File: src/rtl/_unused_never.sv
`default_nettype none
`default_nettype wire

File: src/rtl/cht_pkg.sv
// Constants, register map and carrier types of the card host transfer configuration.
// Assumes an APB master on pclk; all addresses are full 32-bit byte addresses.
//
// Behaviour
// - policy clear, block at least 3/4 FIFO: start write at half full.
// - policy clear, block at least half but below 3/4: start at quarter full.
// - policy clear, block below half FIFO: start once whole transfer, capped at a full FIFO, is buffered.
// - policy set: start write as soon as one word is in the FIFO.
// - clear policy zero: flow error flags hold until next read/write command.
// - clear policy one: flow error flags clear on status register read.
// - high speed set: line outputs change on card clock rising edge.
// - sync clear: pending command sent at end of current block.
// - sync set: pending command waits for transfer end, finite counts only.
// - configuration writes ignored while write protect enable is set.
`default_nettype none
package cht_pkg;

  // ------------------------------------------------------------------
  // register addresses
  // ------------------------------------------------------------------
  localparam logic [31:0] IRQ_STATUS_ADDR = 32'h4000_0040;
  localparam logic [31:0] IRQ_MASK_ADDR = 32'h4000_0044;
  localparam logic [31:0] FLOW_STATUS_ADDR = 32'h4000_0048;
  localparam logic [31:0] BLOCK_ADDR = 32'h4000_004C;
  localparam logic [31:0] TRANSFER_CONFIG_ADDR = 32'h4000_0054;
  localparam logic [31:0] WRITE_PROTECT_ADDR = 32'h4000_00E4;

  // ------------------------------------------------------------------
  // field positions
  // ------------------------------------------------------------------
  localparam int FIFO_START_POLICY_BIT = 0;
  localparam int FLOW_ERROR_CLEAR_POLICY_BIT = 4;
  localparam int HIGH_SPEED_TIMING_BIT = 8;
  localparam int LAST_BLOCK_SYNC_BIT = 12;
  localparam int WRITE_PROTECT_ENABLE_BIT = 0;
  localparam int IRQ_START_BIT = 0;
  localparam int IRQ_CMD_SENT_BIT = 1;
  localparam int IRQ_FLOW_BIT = 2;
  localparam int FLOW_UNDER_BIT = 0;
  localparam int FLOW_OVER_BIT = 1;
  localparam int BLOCK_LEN_LSB = 0;
  localparam int BLOCK_COUNT_LSB = 16;

  // ------------------------------------------------------------------
  // reset values and sizes
  // ------------------------------------------------------------------
  localparam logic [3:0] CFG_RESET = 4'h0;
  localparam logic [2:0] IRQ_RESET = 3'h0;
  localparam logic [15:0] BLOCK_RESET = 16'h0000;
  localparam int FIFO_DEPTH_WORDS = 256;

  // ------------------------------------------------------------------
  // carriers
  // ------------------------------------------------------------------
  typedef struct packed {
    logic last_block_sync;
    logic high_speed_timing;
    logic flow_error_clear_policy;
    logic fifo_start_policy;
  } cht_cfg_type;

  typedef struct packed {
    logic cmd;
    logic [3:0] dat;
  } cht_line_type;

  typedef enum logic [2:0] {
    SEL_NONE,
    SEL_IRQ_STATUS,
    SEL_IRQ_MASK,
    SEL_FLOW,
    SEL_BLOCK,
    SEL_CFG,
    SEL_WP
  } cht_sel_type;

endpackage
`default_nettype wire

File: src/rtl/cht_start_gate.sv
// Write start threshold: decides whether the FIFO holds enough to start a write.
// Assumes fifo_level counts words on the pclk domain; purely combinational.
`default_nettype none
module cht_start_gate
  import cht_pkg::*;
#(
  parameter int DEPTH = FIFO_DEPTH_WORDS,
  parameter int LW = $clog2(DEPTH) + 1
) (
  // configuration
  input wire logic policy,
  input wire logic [15:0] block_len,
  input wire logic [15:0] block_count,
  // fifo state
  input wire logic [LW-1:0] fifo_level,
  // decision
  output logic start_ok
);

  localparam logic [31:0] THREE_QUARTER = 32'((3 * DEPTH) / 4);
  localparam logic [31:0] HALF = 32'(DEPTH / 2);
  localparam logic [31:0] QUARTER = 32'(DEPTH / 4);

  logic [31:0] level;
  logic [31:0] blen;
  logic [31:0] total;

  // threshold selection by block length
  always_comb begin
    level = 32'(fifo_level);
    blen = {16'h0000, block_len};
    total = (block_count == 16'h0000) ? blen : blen * {16'h0000, block_count};
    if (total > 32'(DEPTH)) begin
      total = 32'(DEPTH);
    end
    if (policy) begin
      start_ok = (level >= 32'h0000_0001);
    end else if (blen >= THREE_QUARTER) begin
      start_ok = (level >= HALF);
    end else if (blen >= HALF) begin
      start_ok = (level >= QUARTER);
    end else begin
      start_ok = (level >= total) && (total != 32'h0000_0000);
    end
  end

endmodule
`default_nettype wire

File: src/rtl/cht_line_drive.sv
// Command and data line driver timed from the card clock seen through a synchroniser.
// Assumes card_clk is an outside level far slower than pclk.
`default_nettype none
module cht_line_drive
  import cht_pkg::*;
(
  // clock and reset
  input wire logic pclk,
  input wire logic presetn,
  // card clock pin and mode
  input wire logic card_clk,
  input wire logic high_speed_timing,
  // line values
  input wire cht_line_type line_next,
  output cht_line_type line_out
);

  logic sync_a;
  logic sync_b;
  logic clk_prev;
  logic rise;
  logic fall;
  cht_line_type next_line_out;

  // two flop synchroniser and edge history
  always_ff @(posedge pclk or negedge presetn) begin
    if (!presetn) begin
      sync_a <= 1'b0;
      sync_b <= 1'b0;
      clk_prev <= 1'b0;
      line_out <= '1;
    end else begin
      sync_a <= card_clk;
      sync_b <= sync_a;
      clk_prev <= sync_b;
      line_out <= next_line_out;
    end
  end

  assign rise = sync_b && !clk_prev;
  assign fall = !sync_b && clk_prev;

  always_comb begin
    next_line_out = line_out;
    if (high_speed_timing ? rise : fall) begin
      next_line_out = line_next;
    end
  end

  a_hs_launch: assert property (@(posedge pclk) disable iff (!presetn)
    (high_speed_timing && $past(high_speed_timing) && line_out != $past(line_out))
      |-> $past(rise))
    else $error("line changed away from card clock rise in high speed");

endmodule
`default_nettype wire

File: src/rtl/cht_transfer_config.sv
// Transfer configuration top: APB registers, write start, flow flags, command issue.
// Assumes core events arrive on pclk as one-cycle pulses; card_clk is asynchronous.
//
// Design decision made here: the APB interface to the registers.
`default_nettype none
module cht_transfer_config
  import cht_pkg::*;
#(
  parameter int DEPTH = FIFO_DEPTH_WORDS,
  parameter int LW = $clog2(DEPTH) + 1
) (
  // clock and reset
  input wire logic pclk,
  input wire logic presetn,
  // apb slave
  input wire logic psel,
  input wire logic penable,
  input wire logic pwrite,
  input wire logic [31:0] paddr,
  input wire logic [31:0] pwdata,
  output logic [31:0] prdata,
  output logic pready,
  output logic pslverr,
  // fifo and write transfer
  input wire logic [LW-1:0] fifo_level,
  input wire logic write_request,
  output logic write_start,
  // flow errors and commands
  input wire logic underflow_event,
  input wire logic overflow_event,
  input wire logic new_rw_command,
  input wire logic cmd_pending,
  input wire logic block_end,
  input wire logic transfer_end,
  output logic cmd_send,
  // card lines
  input wire logic card_clk,
  input wire cht_line_type line_next,
  output cht_line_type line_out,
  // interrupt
  output logic irq
);

  // ------------------------------------------------------------------
  // register state
  // ------------------------------------------------------------------
  cht_cfg_type cfg;
  cht_cfg_type next_cfg;
  logic wp_en;
  logic next_wp_en;
  logic [2:0] irq_mask;
  logic [2:0] next_irq_mask;
  logic [2:0] irq_status;
  logic [2:0] next_irq_status;
  logic [1:0] flow;
  logic [1:0] next_flow;
  logic [15:0] block_len;
  logic [15:0] next_block_len;
  logic [15:0] block_count;
  logic [15:0] next_block_count;
  logic [31:0] next_prdata;
  logic next_pslverr;
  logic write_pending;
  logic next_write_pending;
  logic next_write_start;
  logic next_cmd_send;
  logic start_ok;
  logic setup;
  logic access;
  logic wr_fire;
  logic rd_fire;
  logic cmd_due;
  cht_sel_type sel;

  // address decode to a register select
  function automatic cht_sel_type decode(input logic [31:0] addr);
    if (addr == IRQ_STATUS_ADDR) begin
      return SEL_IRQ_STATUS;
    end else if (addr == IRQ_MASK_ADDR) begin
      return SEL_IRQ_MASK;
    end else if (addr == FLOW_STATUS_ADDR) begin
      return SEL_FLOW;
    end else if (addr == BLOCK_ADDR) begin
      return SEL_BLOCK;
    end else if (addr == TRANSFER_CONFIG_ADDR) begin
      return SEL_CFG;
    end else if (addr == WRITE_PROTECT_ADDR) begin
      return SEL_WP;
    end else begin
      return SEL_NONE;
    end
  endfunction

  function automatic logic [31:0] cfg_word(input cht_cfg_type c);
    logic [31:0] w;
    w = 32'h0000_0000;
    w[FIFO_START_POLICY_BIT] = c.fifo_start_policy;
    w[FLOW_ERROR_CLEAR_POLICY_BIT] = c.flow_error_clear_policy;
    w[HIGH_SPEED_TIMING_BIT] = c.high_speed_timing;
    w[LAST_BLOCK_SYNC_BIT] = c.last_block_sync;
    return w;
  endfunction

  // ------------------------------------------------------------------
  // bus phases
  // ------------------------------------------------------------------
  // zero wait states: read data is captured in the setup cycle
  assign sel = decode(paddr);
  assign setup = psel && !penable;
  assign access = psel && penable;
  assign pready = 1'b1;
  assign wr_fire = access && pwrite;
  assign rd_fire = access && !pwrite;

  // ------------------------------------------------------------------
  // write start threshold
  // ------------------------------------------------------------------
  cht_start_gate #(
    .DEPTH(DEPTH),
    .LW(LW)
  ) u_start_gate (
    .policy(cfg.fifo_start_policy),
    .block_len(block_len),
    .block_count(block_count),
    .fifo_level(fifo_level),
    .start_ok(start_ok)
  );

  // ------------------------------------------------------------------
  // card line timing
  // ------------------------------------------------------------------
  cht_line_drive u_line_drive (
    .pclk(pclk),
    .presetn(presetn),
    .card_clk(card_clk),
    .high_speed_timing(cfg.high_speed_timing),
    .line_next(line_next),
    .line_out(line_out)
  );

  // last block sync only for finite counts
  assign cmd_due = (cfg.last_block_sync && block_count != 16'h0000) ? transfer_end : block_end;

  // next values of registers, flags and pulses
  always_comb begin
    next_cfg = cfg;
    next_wp_en = wp_en;
    next_irq_mask = irq_mask;
    next_irq_status = irq_status;
    next_flow = flow;
    next_block_len = block_len;
    next_block_count = block_count;
    next_prdata = prdata;
    next_pslverr = pslverr;
    // read data and error prepared in setup
    if (setup) begin
      next_pslverr = (sel == SEL_NONE);
      next_prdata = 32'h0000_0000;
      if (!pwrite) begin
        case (sel)
          SEL_IRQ_STATUS: next_prdata = {29'h0, irq_status};
          SEL_IRQ_MASK: next_prdata = {29'h0, irq_mask};
          SEL_FLOW: next_prdata = {30'h0, flow};
          SEL_BLOCK: next_prdata = {block_count, block_len};
          SEL_CFG: next_prdata = cfg_word(cfg);
          SEL_WP: next_prdata = {31'h0, wp_en};
          default: next_prdata = 32'h0000_0000;
        endcase
      end
    end
    if (wr_fire) begin
      if (sel == SEL_CFG) begin
        if (!wp_en) begin
          next_cfg.fifo_start_policy = pwdata[FIFO_START_POLICY_BIT];
          next_cfg.flow_error_clear_policy = pwdata[FLOW_ERROR_CLEAR_POLICY_BIT];
          next_cfg.high_speed_timing = pwdata[HIGH_SPEED_TIMING_BIT];
          next_cfg.last_block_sync = pwdata[LAST_BLOCK_SYNC_BIT];
        end
      end else if (sel == SEL_WP) begin
        next_wp_en = pwdata[WRITE_PROTECT_ENABLE_BIT];
      end else if (sel == SEL_IRQ_MASK) begin
        next_irq_mask = pwdata[2:0];
      end else if (sel == SEL_BLOCK) begin
        next_block_len = pwdata[BLOCK_LEN_LSB +: 16];
        next_block_count = pwdata[BLOCK_COUNT_LSB +: 16];
      end else if (sel == SEL_IRQ_STATUS) begin
        next_irq_status = irq_status & ~pwdata[2:0];
      end
    end
    // cleared by a new command under policy zero, by a status read under policy one
    if (!cfg.flow_error_clear_policy && new_rw_command) begin
      next_flow = 2'b00;
    end
    if (cfg.flow_error_clear_policy && rd_fire && sel == SEL_FLOW) begin
      next_flow = 2'b00;
    end
    // set wins over any clear
    if (underflow_event) begin
      next_flow[FLOW_UNDER_BIT] = 1'b1;
    end
    if (overflow_event) begin
      next_flow[FLOW_OVER_BIT] = 1'b1;
    end
    // write start from a pending request
    next_write_start = write_pending && start_ok;
    next_write_pending = (write_pending && !start_ok) || write_request;
    next_cmd_send = cmd_pending && cmd_due;
    if (next_write_start) begin
      next_irq_status[IRQ_START_BIT] = 1'b1;
    end
    if (next_cmd_send) begin
      next_irq_status[IRQ_CMD_SENT_BIT] = 1'b1;
    end
    if (underflow_event || overflow_event) begin
      next_irq_status[IRQ_FLOW_BIT] = 1'b1;
    end
  end

  // register all state
  always_ff @(posedge pclk or negedge presetn) begin
    if (!presetn) begin
      cfg <= CFG_RESET;
      wp_en <= 1'b0;
      irq_mask <= IRQ_RESET;
      irq_status <= IRQ_RESET;
      flow <= 2'b00;
      block_len <= BLOCK_RESET;
      block_count <= BLOCK_RESET;
      prdata <= 32'h0000_0000;
      pslverr <= 1'b0;
      write_pending <= 1'b0;
      write_start <= 1'b0;
      cmd_send <= 1'b0;
    end else begin
      cfg <= next_cfg;
      wp_en <= next_wp_en;
      irq_mask <= next_irq_mask;
      irq_status <= next_irq_status;
      flow <= next_flow;
      block_len <= next_block_len;
      block_count <= next_block_count;
      prdata <= next_prdata;
      pslverr <= next_pslverr;
      write_pending <= next_write_pending;
      write_start <= next_write_start;
      cmd_send <= next_cmd_send;
    end
  end

  // level interrupt from unmasked sticky bits
  assign irq = |(irq_status & irq_mask);

  // ------------------------------------------------------------------
  // checks
  // ------------------------------------------------------------------
  a_cfg_wp_block: assert property (@(posedge pclk) disable iff (!presetn)
    (wr_fire && sel == SEL_CFG && wp_en) |=> $stable(cfg))
    else $error("config changed while write protected");

  a_cfg_bit_map: assert property (@(posedge pclk) disable iff (!presetn)
    (wr_fire && sel == SEL_CFG && !wp_en)
      |=> cfg_word(cfg) == ($past(pwdata) & 32'h0000_1111))
    else $error("config fields not stored at their bit positions");

  a_start_single: assert property (@(posedge pclk) disable iff (!presetn)
    (write_pending && cfg.fifo_start_policy && fifo_level != '0) |=> write_start)
    else $error("write did not start on a single word");

  a_start_half: assert property (@(posedge pclk) disable iff (!presetn)
    (write_pending && !cfg.fifo_start_policy && 32'(block_len) >= 32'((3 * DEPTH) / 4))
      |=> (write_start == ($past(32'(fifo_level)) >= 32'(DEPTH / 2))))
    else $error("half fifo start threshold wrong");

  a_start_quarter: assert property (@(posedge pclk) disable iff (!presetn)
    (write_pending && !cfg.fifo_start_policy && 32'(block_len) >= 32'(DEPTH / 2)
      && 32'(block_len) < 32'((3 * DEPTH) / 4))
      |=> (write_start == ($past(32'(fifo_level)) >= 32'(DEPTH / 4))))
    else $error("quarter fifo start threshold wrong");

  a_start_total: assert property (@(posedge pclk) disable iff (!presetn)
    (write_pending && !cfg.fifo_start_policy && block_count == 16'h0001
      && block_len != 16'h0000 && 32'(block_len) < 32'(DEPTH / 2))
      |=> (write_start == ($past(32'(fifo_level)) >= $past(32'(block_len)))))
    else $error("whole transfer start threshold wrong");

  a_flow_hold: assert property (@(posedge pclk) disable iff (!presetn)
    (!cfg.flow_error_clear_policy && !new_rw_command && flow != 2'b00)
      |=> (flow & $past(flow)) == $past(flow))
    else $error("flow flag dropped without a new command");

  a_flow_read_clear: assert property (@(posedge pclk) disable iff (!presetn)
    (cfg.flow_error_clear_policy && rd_fire && sel == SEL_FLOW
      && !underflow_event && !overflow_event) |=> flow == 2'b00)
    else $error("flow flag not cleared by status read");

  a_cmd_block: assert property (@(posedge pclk) disable iff (!presetn)
    (cmd_pending && !cfg.last_block_sync) |=> (cmd_send == $past(block_end)))
    else $error("pending command not sent at block end");

  a_cmd_last: assert property (@(posedge pclk) disable iff (!presetn)
    (cmd_pending && cfg.last_block_sync && block_count != 16'h0000)
      |=> (cmd_send == $past(transfer_end)))
    else $error("pending command not held to transfer end");

endmodule
`default_nettype wire

File: config.mk
export PLATFORM = sky130hd
export DESIGN_NAME = cht_transfer_config
export DESIGN_NICKNAME = d
export VERILOG_FILES = /design/src/rtl/_unused_never.sv /design/src/rtl/cht_pkg.sv /design/src/rtl/cht_start_gate.sv /design/src/rtl/cht_line_drive.sv /design/src/rtl/cht_transfer_config.sv
export SDC_FILE = /design/constraint.sdc
export NUM_CORES = 1
export LEC_CHECK = 0
export BUFFER_PORTS_ARGS = -buffer_cell sky130_fd_sc_hd__buf_2
export CORE_ASPECT_RATIO = 1.4
export CORE_MARGIN = 4
export CORE_UTILIZATION = 40
export CTS_BUF_LIST = sky130_fd_sc_hd__clkbuf_8
export CTS_CLUSTER_DIAMETER = 100
export DETAILED_ROUTE_END_ITERATION = 7
export GPL_ROUTABILITY_DRIVEN = 0
export PLACE_DENSITY_LB_ADDON = 0.1
export SLEW_MARGIN = 20
export SYNTH_ARGS = -nofsm -noshare
export SYNTH_HDL_FRONTEND = slang
export SYNTH_SLANG_ARGS = --single-unit
File: constraint.sdc
create_clock -name pclk -period 12.4 [get_ports pclk]
set_input_delay 2.48 -clock pclk [delete_from_list [all_inputs] [get_ports pclk]]
set_output_delay 2.48 -clock pclk [all_outputs]
set_load 0.02 [all_outputs]
==> metrics.yaml <==
status: "completed"
finalNetCount: 1892
p_leak_uw: 0.00739
path_class: "reg2reg"
die_w_um: 161
placed_cells: 1923
dp.final_hpwl_um: 29200
clk_path_buf_depth: 2
finalPower_uw: 538
drive_above_1_share_pct: 14.6
relSlewSlack_pct: 37.9
cts_tree: "yes"
clkPwrFrac_pct: 37.0
hold_path.class: "reg2reg"
path_delay_family: "adder cells"
path_clk_slew_ps: 90
ys.flop_type: "dfrtp_1"
fmax_ghz: 0.102
track_usage_pct: 20.8
cts_repair_resize_count: 0
multiInputGateArea_mm2: 0.00962
stdcell_count: 1939
cp_max_fo: 20
ys_top_cells_by_area: "fa_1, dfrtp_1, ha_1, inv_1, and2_1"
power.density_mw_per_mm2: 37.8
synth_edf_count: 0
die-area_mm2: 0.0359
ys_ff_latch: 89
io_buffers: 131
finalHoldViolCount: 0
clockRootBuffer: "clkbuf_8"
max-vdd-ir-drop_v: 0.0000383
n_fill_cell: 3272
coreArea_mm2: 0.0324
async_reset_ff_share_pct: 100
cts_setup_buffers: 0
rsz0062_at_grt: "false"
yosysMostFrequentCell: "inv_1"
switching_power_uw: 131
num_vias: 10100
cp_common_cell: "fa_1"
cpMaxStageDelayCell: "dfrtp_1"
arrival_ps: 10030
die_h_um: 222
synthTopCellsByCount: "inv_1, nand2_1, fa_1"
rows: 78
overflow: 0
num_io_pins: 133
fin_skew_ps: 17.1
grt_pass1_wl_um: 59900
avgViaCountPerCell: 5.22
clock_latency_ps: 370
synth_cells: 1435
grt_pass1_vias: 10700
swShare_pct: 24.4
grt_max_degree: 70
ys_types: 73
drt_wl_total_um: 36300
comb_power_share_pct: 7.8
crit_required_ps: 12630
period_minus_slack_ps: 9790
initial_utilization_pct: 40.6
wl_per_cell_um: 18.7
internal_power_uw: 407
syn_area_mm2: 0.0131
n_antenna_cell: 0
worst_pin_slew_ps: 931
syn_avg_cell_area_um2: 9.16
min_period_over_period_pct: 79.0
ys_seq_area_share_pct: 17.0
max-cap-violations: 0
antenna_found_initial: 0
synth_top_cell_by_area: "fa_1"
drtIter0Drc: 417
ctsHtreeMaxLevel: 3
path_buf_inv: 5
regArea_mm2: 0.00223
final_max_slew_viol_count: 0
cts_hold_buf: 0
finalSetupViolations: 0
ant_nets: 0
setup_tns_ps: 0
synthToLayoutAreaGrowth_pct: 8.26
p_seq_share_pct: 55.2
clock-sinks: 89
syn_nets: 1833
dr.pass1.iters: 4
crit_path_end_kind: "flop"
slowest_delay_ps: 960
synth_warnings: 0
drc_errors: 0
cts_buffers: 9
critPathLaunchType: "flop"
yosysTopAreaCellShare_pct: 29.5
[placed cells by master (no fill, tap or decap), drive strengths merged, types with 6 or more instances in the layout]
cell    count
dfrtp      84
fa        194
and4        9
xor2        7
nand2b      6
a22oi       7
nand3      19
o21a        9
or3         7
and2      119
clkbuf      9
a21oi      40
a221o       6
nor3       24
and3        6
inv       238
a22o       26
buf       143
mux2       45
nor4       13
xnor2       9
o211ai      8
nand2     197
nor2       32
mux2i      10
a21o       11
nand4      12
o21ai      32
ha        113
[worst reg2reg max path: cells and delay by family, from the launching register on]
| kind | cells | cell delay, ps |
|---|---|---|
| fa+ha+maj | 8 | 3810 |
| mux | 1 | 150 |
| buf+inv | 5 | 280 |
| compound gates | 13 | 2970 |
| simple gates | 5 | 1510 |
| flops | 1 | 960 |
[per-stage QoR]
stage	area (um^2)	worst slack, ps	util (%)	hold slack [ps]
5_1_grt	14200	1910	43.9	372
2_1_floorplan	13100	3720	-	331
3_5_place_dp	14000	2480	43.3	336
3_3_place_gp	14000	2570	43.3	343
6_report	14200	2610	43.9	354
4_1_cts	14200	2450	43.9	358
[logic make-up after synthesis]
kind of cell	after synthesis	synth area share [%]
compound gates	176	9.56
xor+xnor	16	1.07
fa+ha+maj	307	40.3
buf+inv	330	9.81
flops	89	17.0
mux	55	4.62
other cells	1	0.0285
simple gates	461	17.6
[worst paths after layout]
kind / startpoint / to / slack (ps) / cells past startpoint
max reg2reg: block_len[5]$_DFFE_PN0P_ / irq_status[0]$_DFFE_PN0P_ / 2610 / 32
min reg2reg: u_line_drive.sync_a$_DFF_PN0_ / u_line_drive.sync_b$_DFF_PN0_ / 350 / 0
min: u_line_drive.sync_a$_DFF_PN0_ / u_line_drive.sync_b$_DFF_PN0_ / 350 / 0
max: block_len[5]$_DFFE_PN0P_ / irq_status[0]$_DFFE_PN0P_ / 2610 / 32
max in group asynchronous: presetn / prdata[29]$_DFFE_PN0P_ / 9270 / 2
min in group asynchronous: presetn / block_count[4]$_DFFE_PN0P_ / 1980 / 1
[per-layer routing]
metal / part of all wire [%] / track usage (%)
met1: 43 / 27.0
met2: 52 / 37.3
met3: 3.8 / 2.36
met4: 1.9 / 4.93
met5: 0 / 0
[flip-flops by register name (all words and copies together), names as in the netlist, 2 cells and up]
name                   cells
irq_status                 3
u_line_drive.line_out      5
flow                       2
block_len                 16
cfg                        4
block_count               16
irq_mask                   3
prdata                    32
[power by group through the flow]
stage                     Sequential [uW]  Combinational (uW)  Clock [uW]
after global routing                  298                47.1         218
after global placement                303                42.9           0
after floorplan                       307                11.4           0
final                                 297                42.2         199
after CTS                             297                43.1         207
after detailed placement              303                43.0           0
[area by class of cell]
class	instances	area share [%]
multi-input cells	1016	67.6
flip-flops and latches	89	15.7
inverters	235	6.20
repair buffers	143	5.26
well taps	440	3.87
clock buffers	9	0.870
clock inverters	7	0.484
Note: power is estimated with default switching activity, not from simulation.
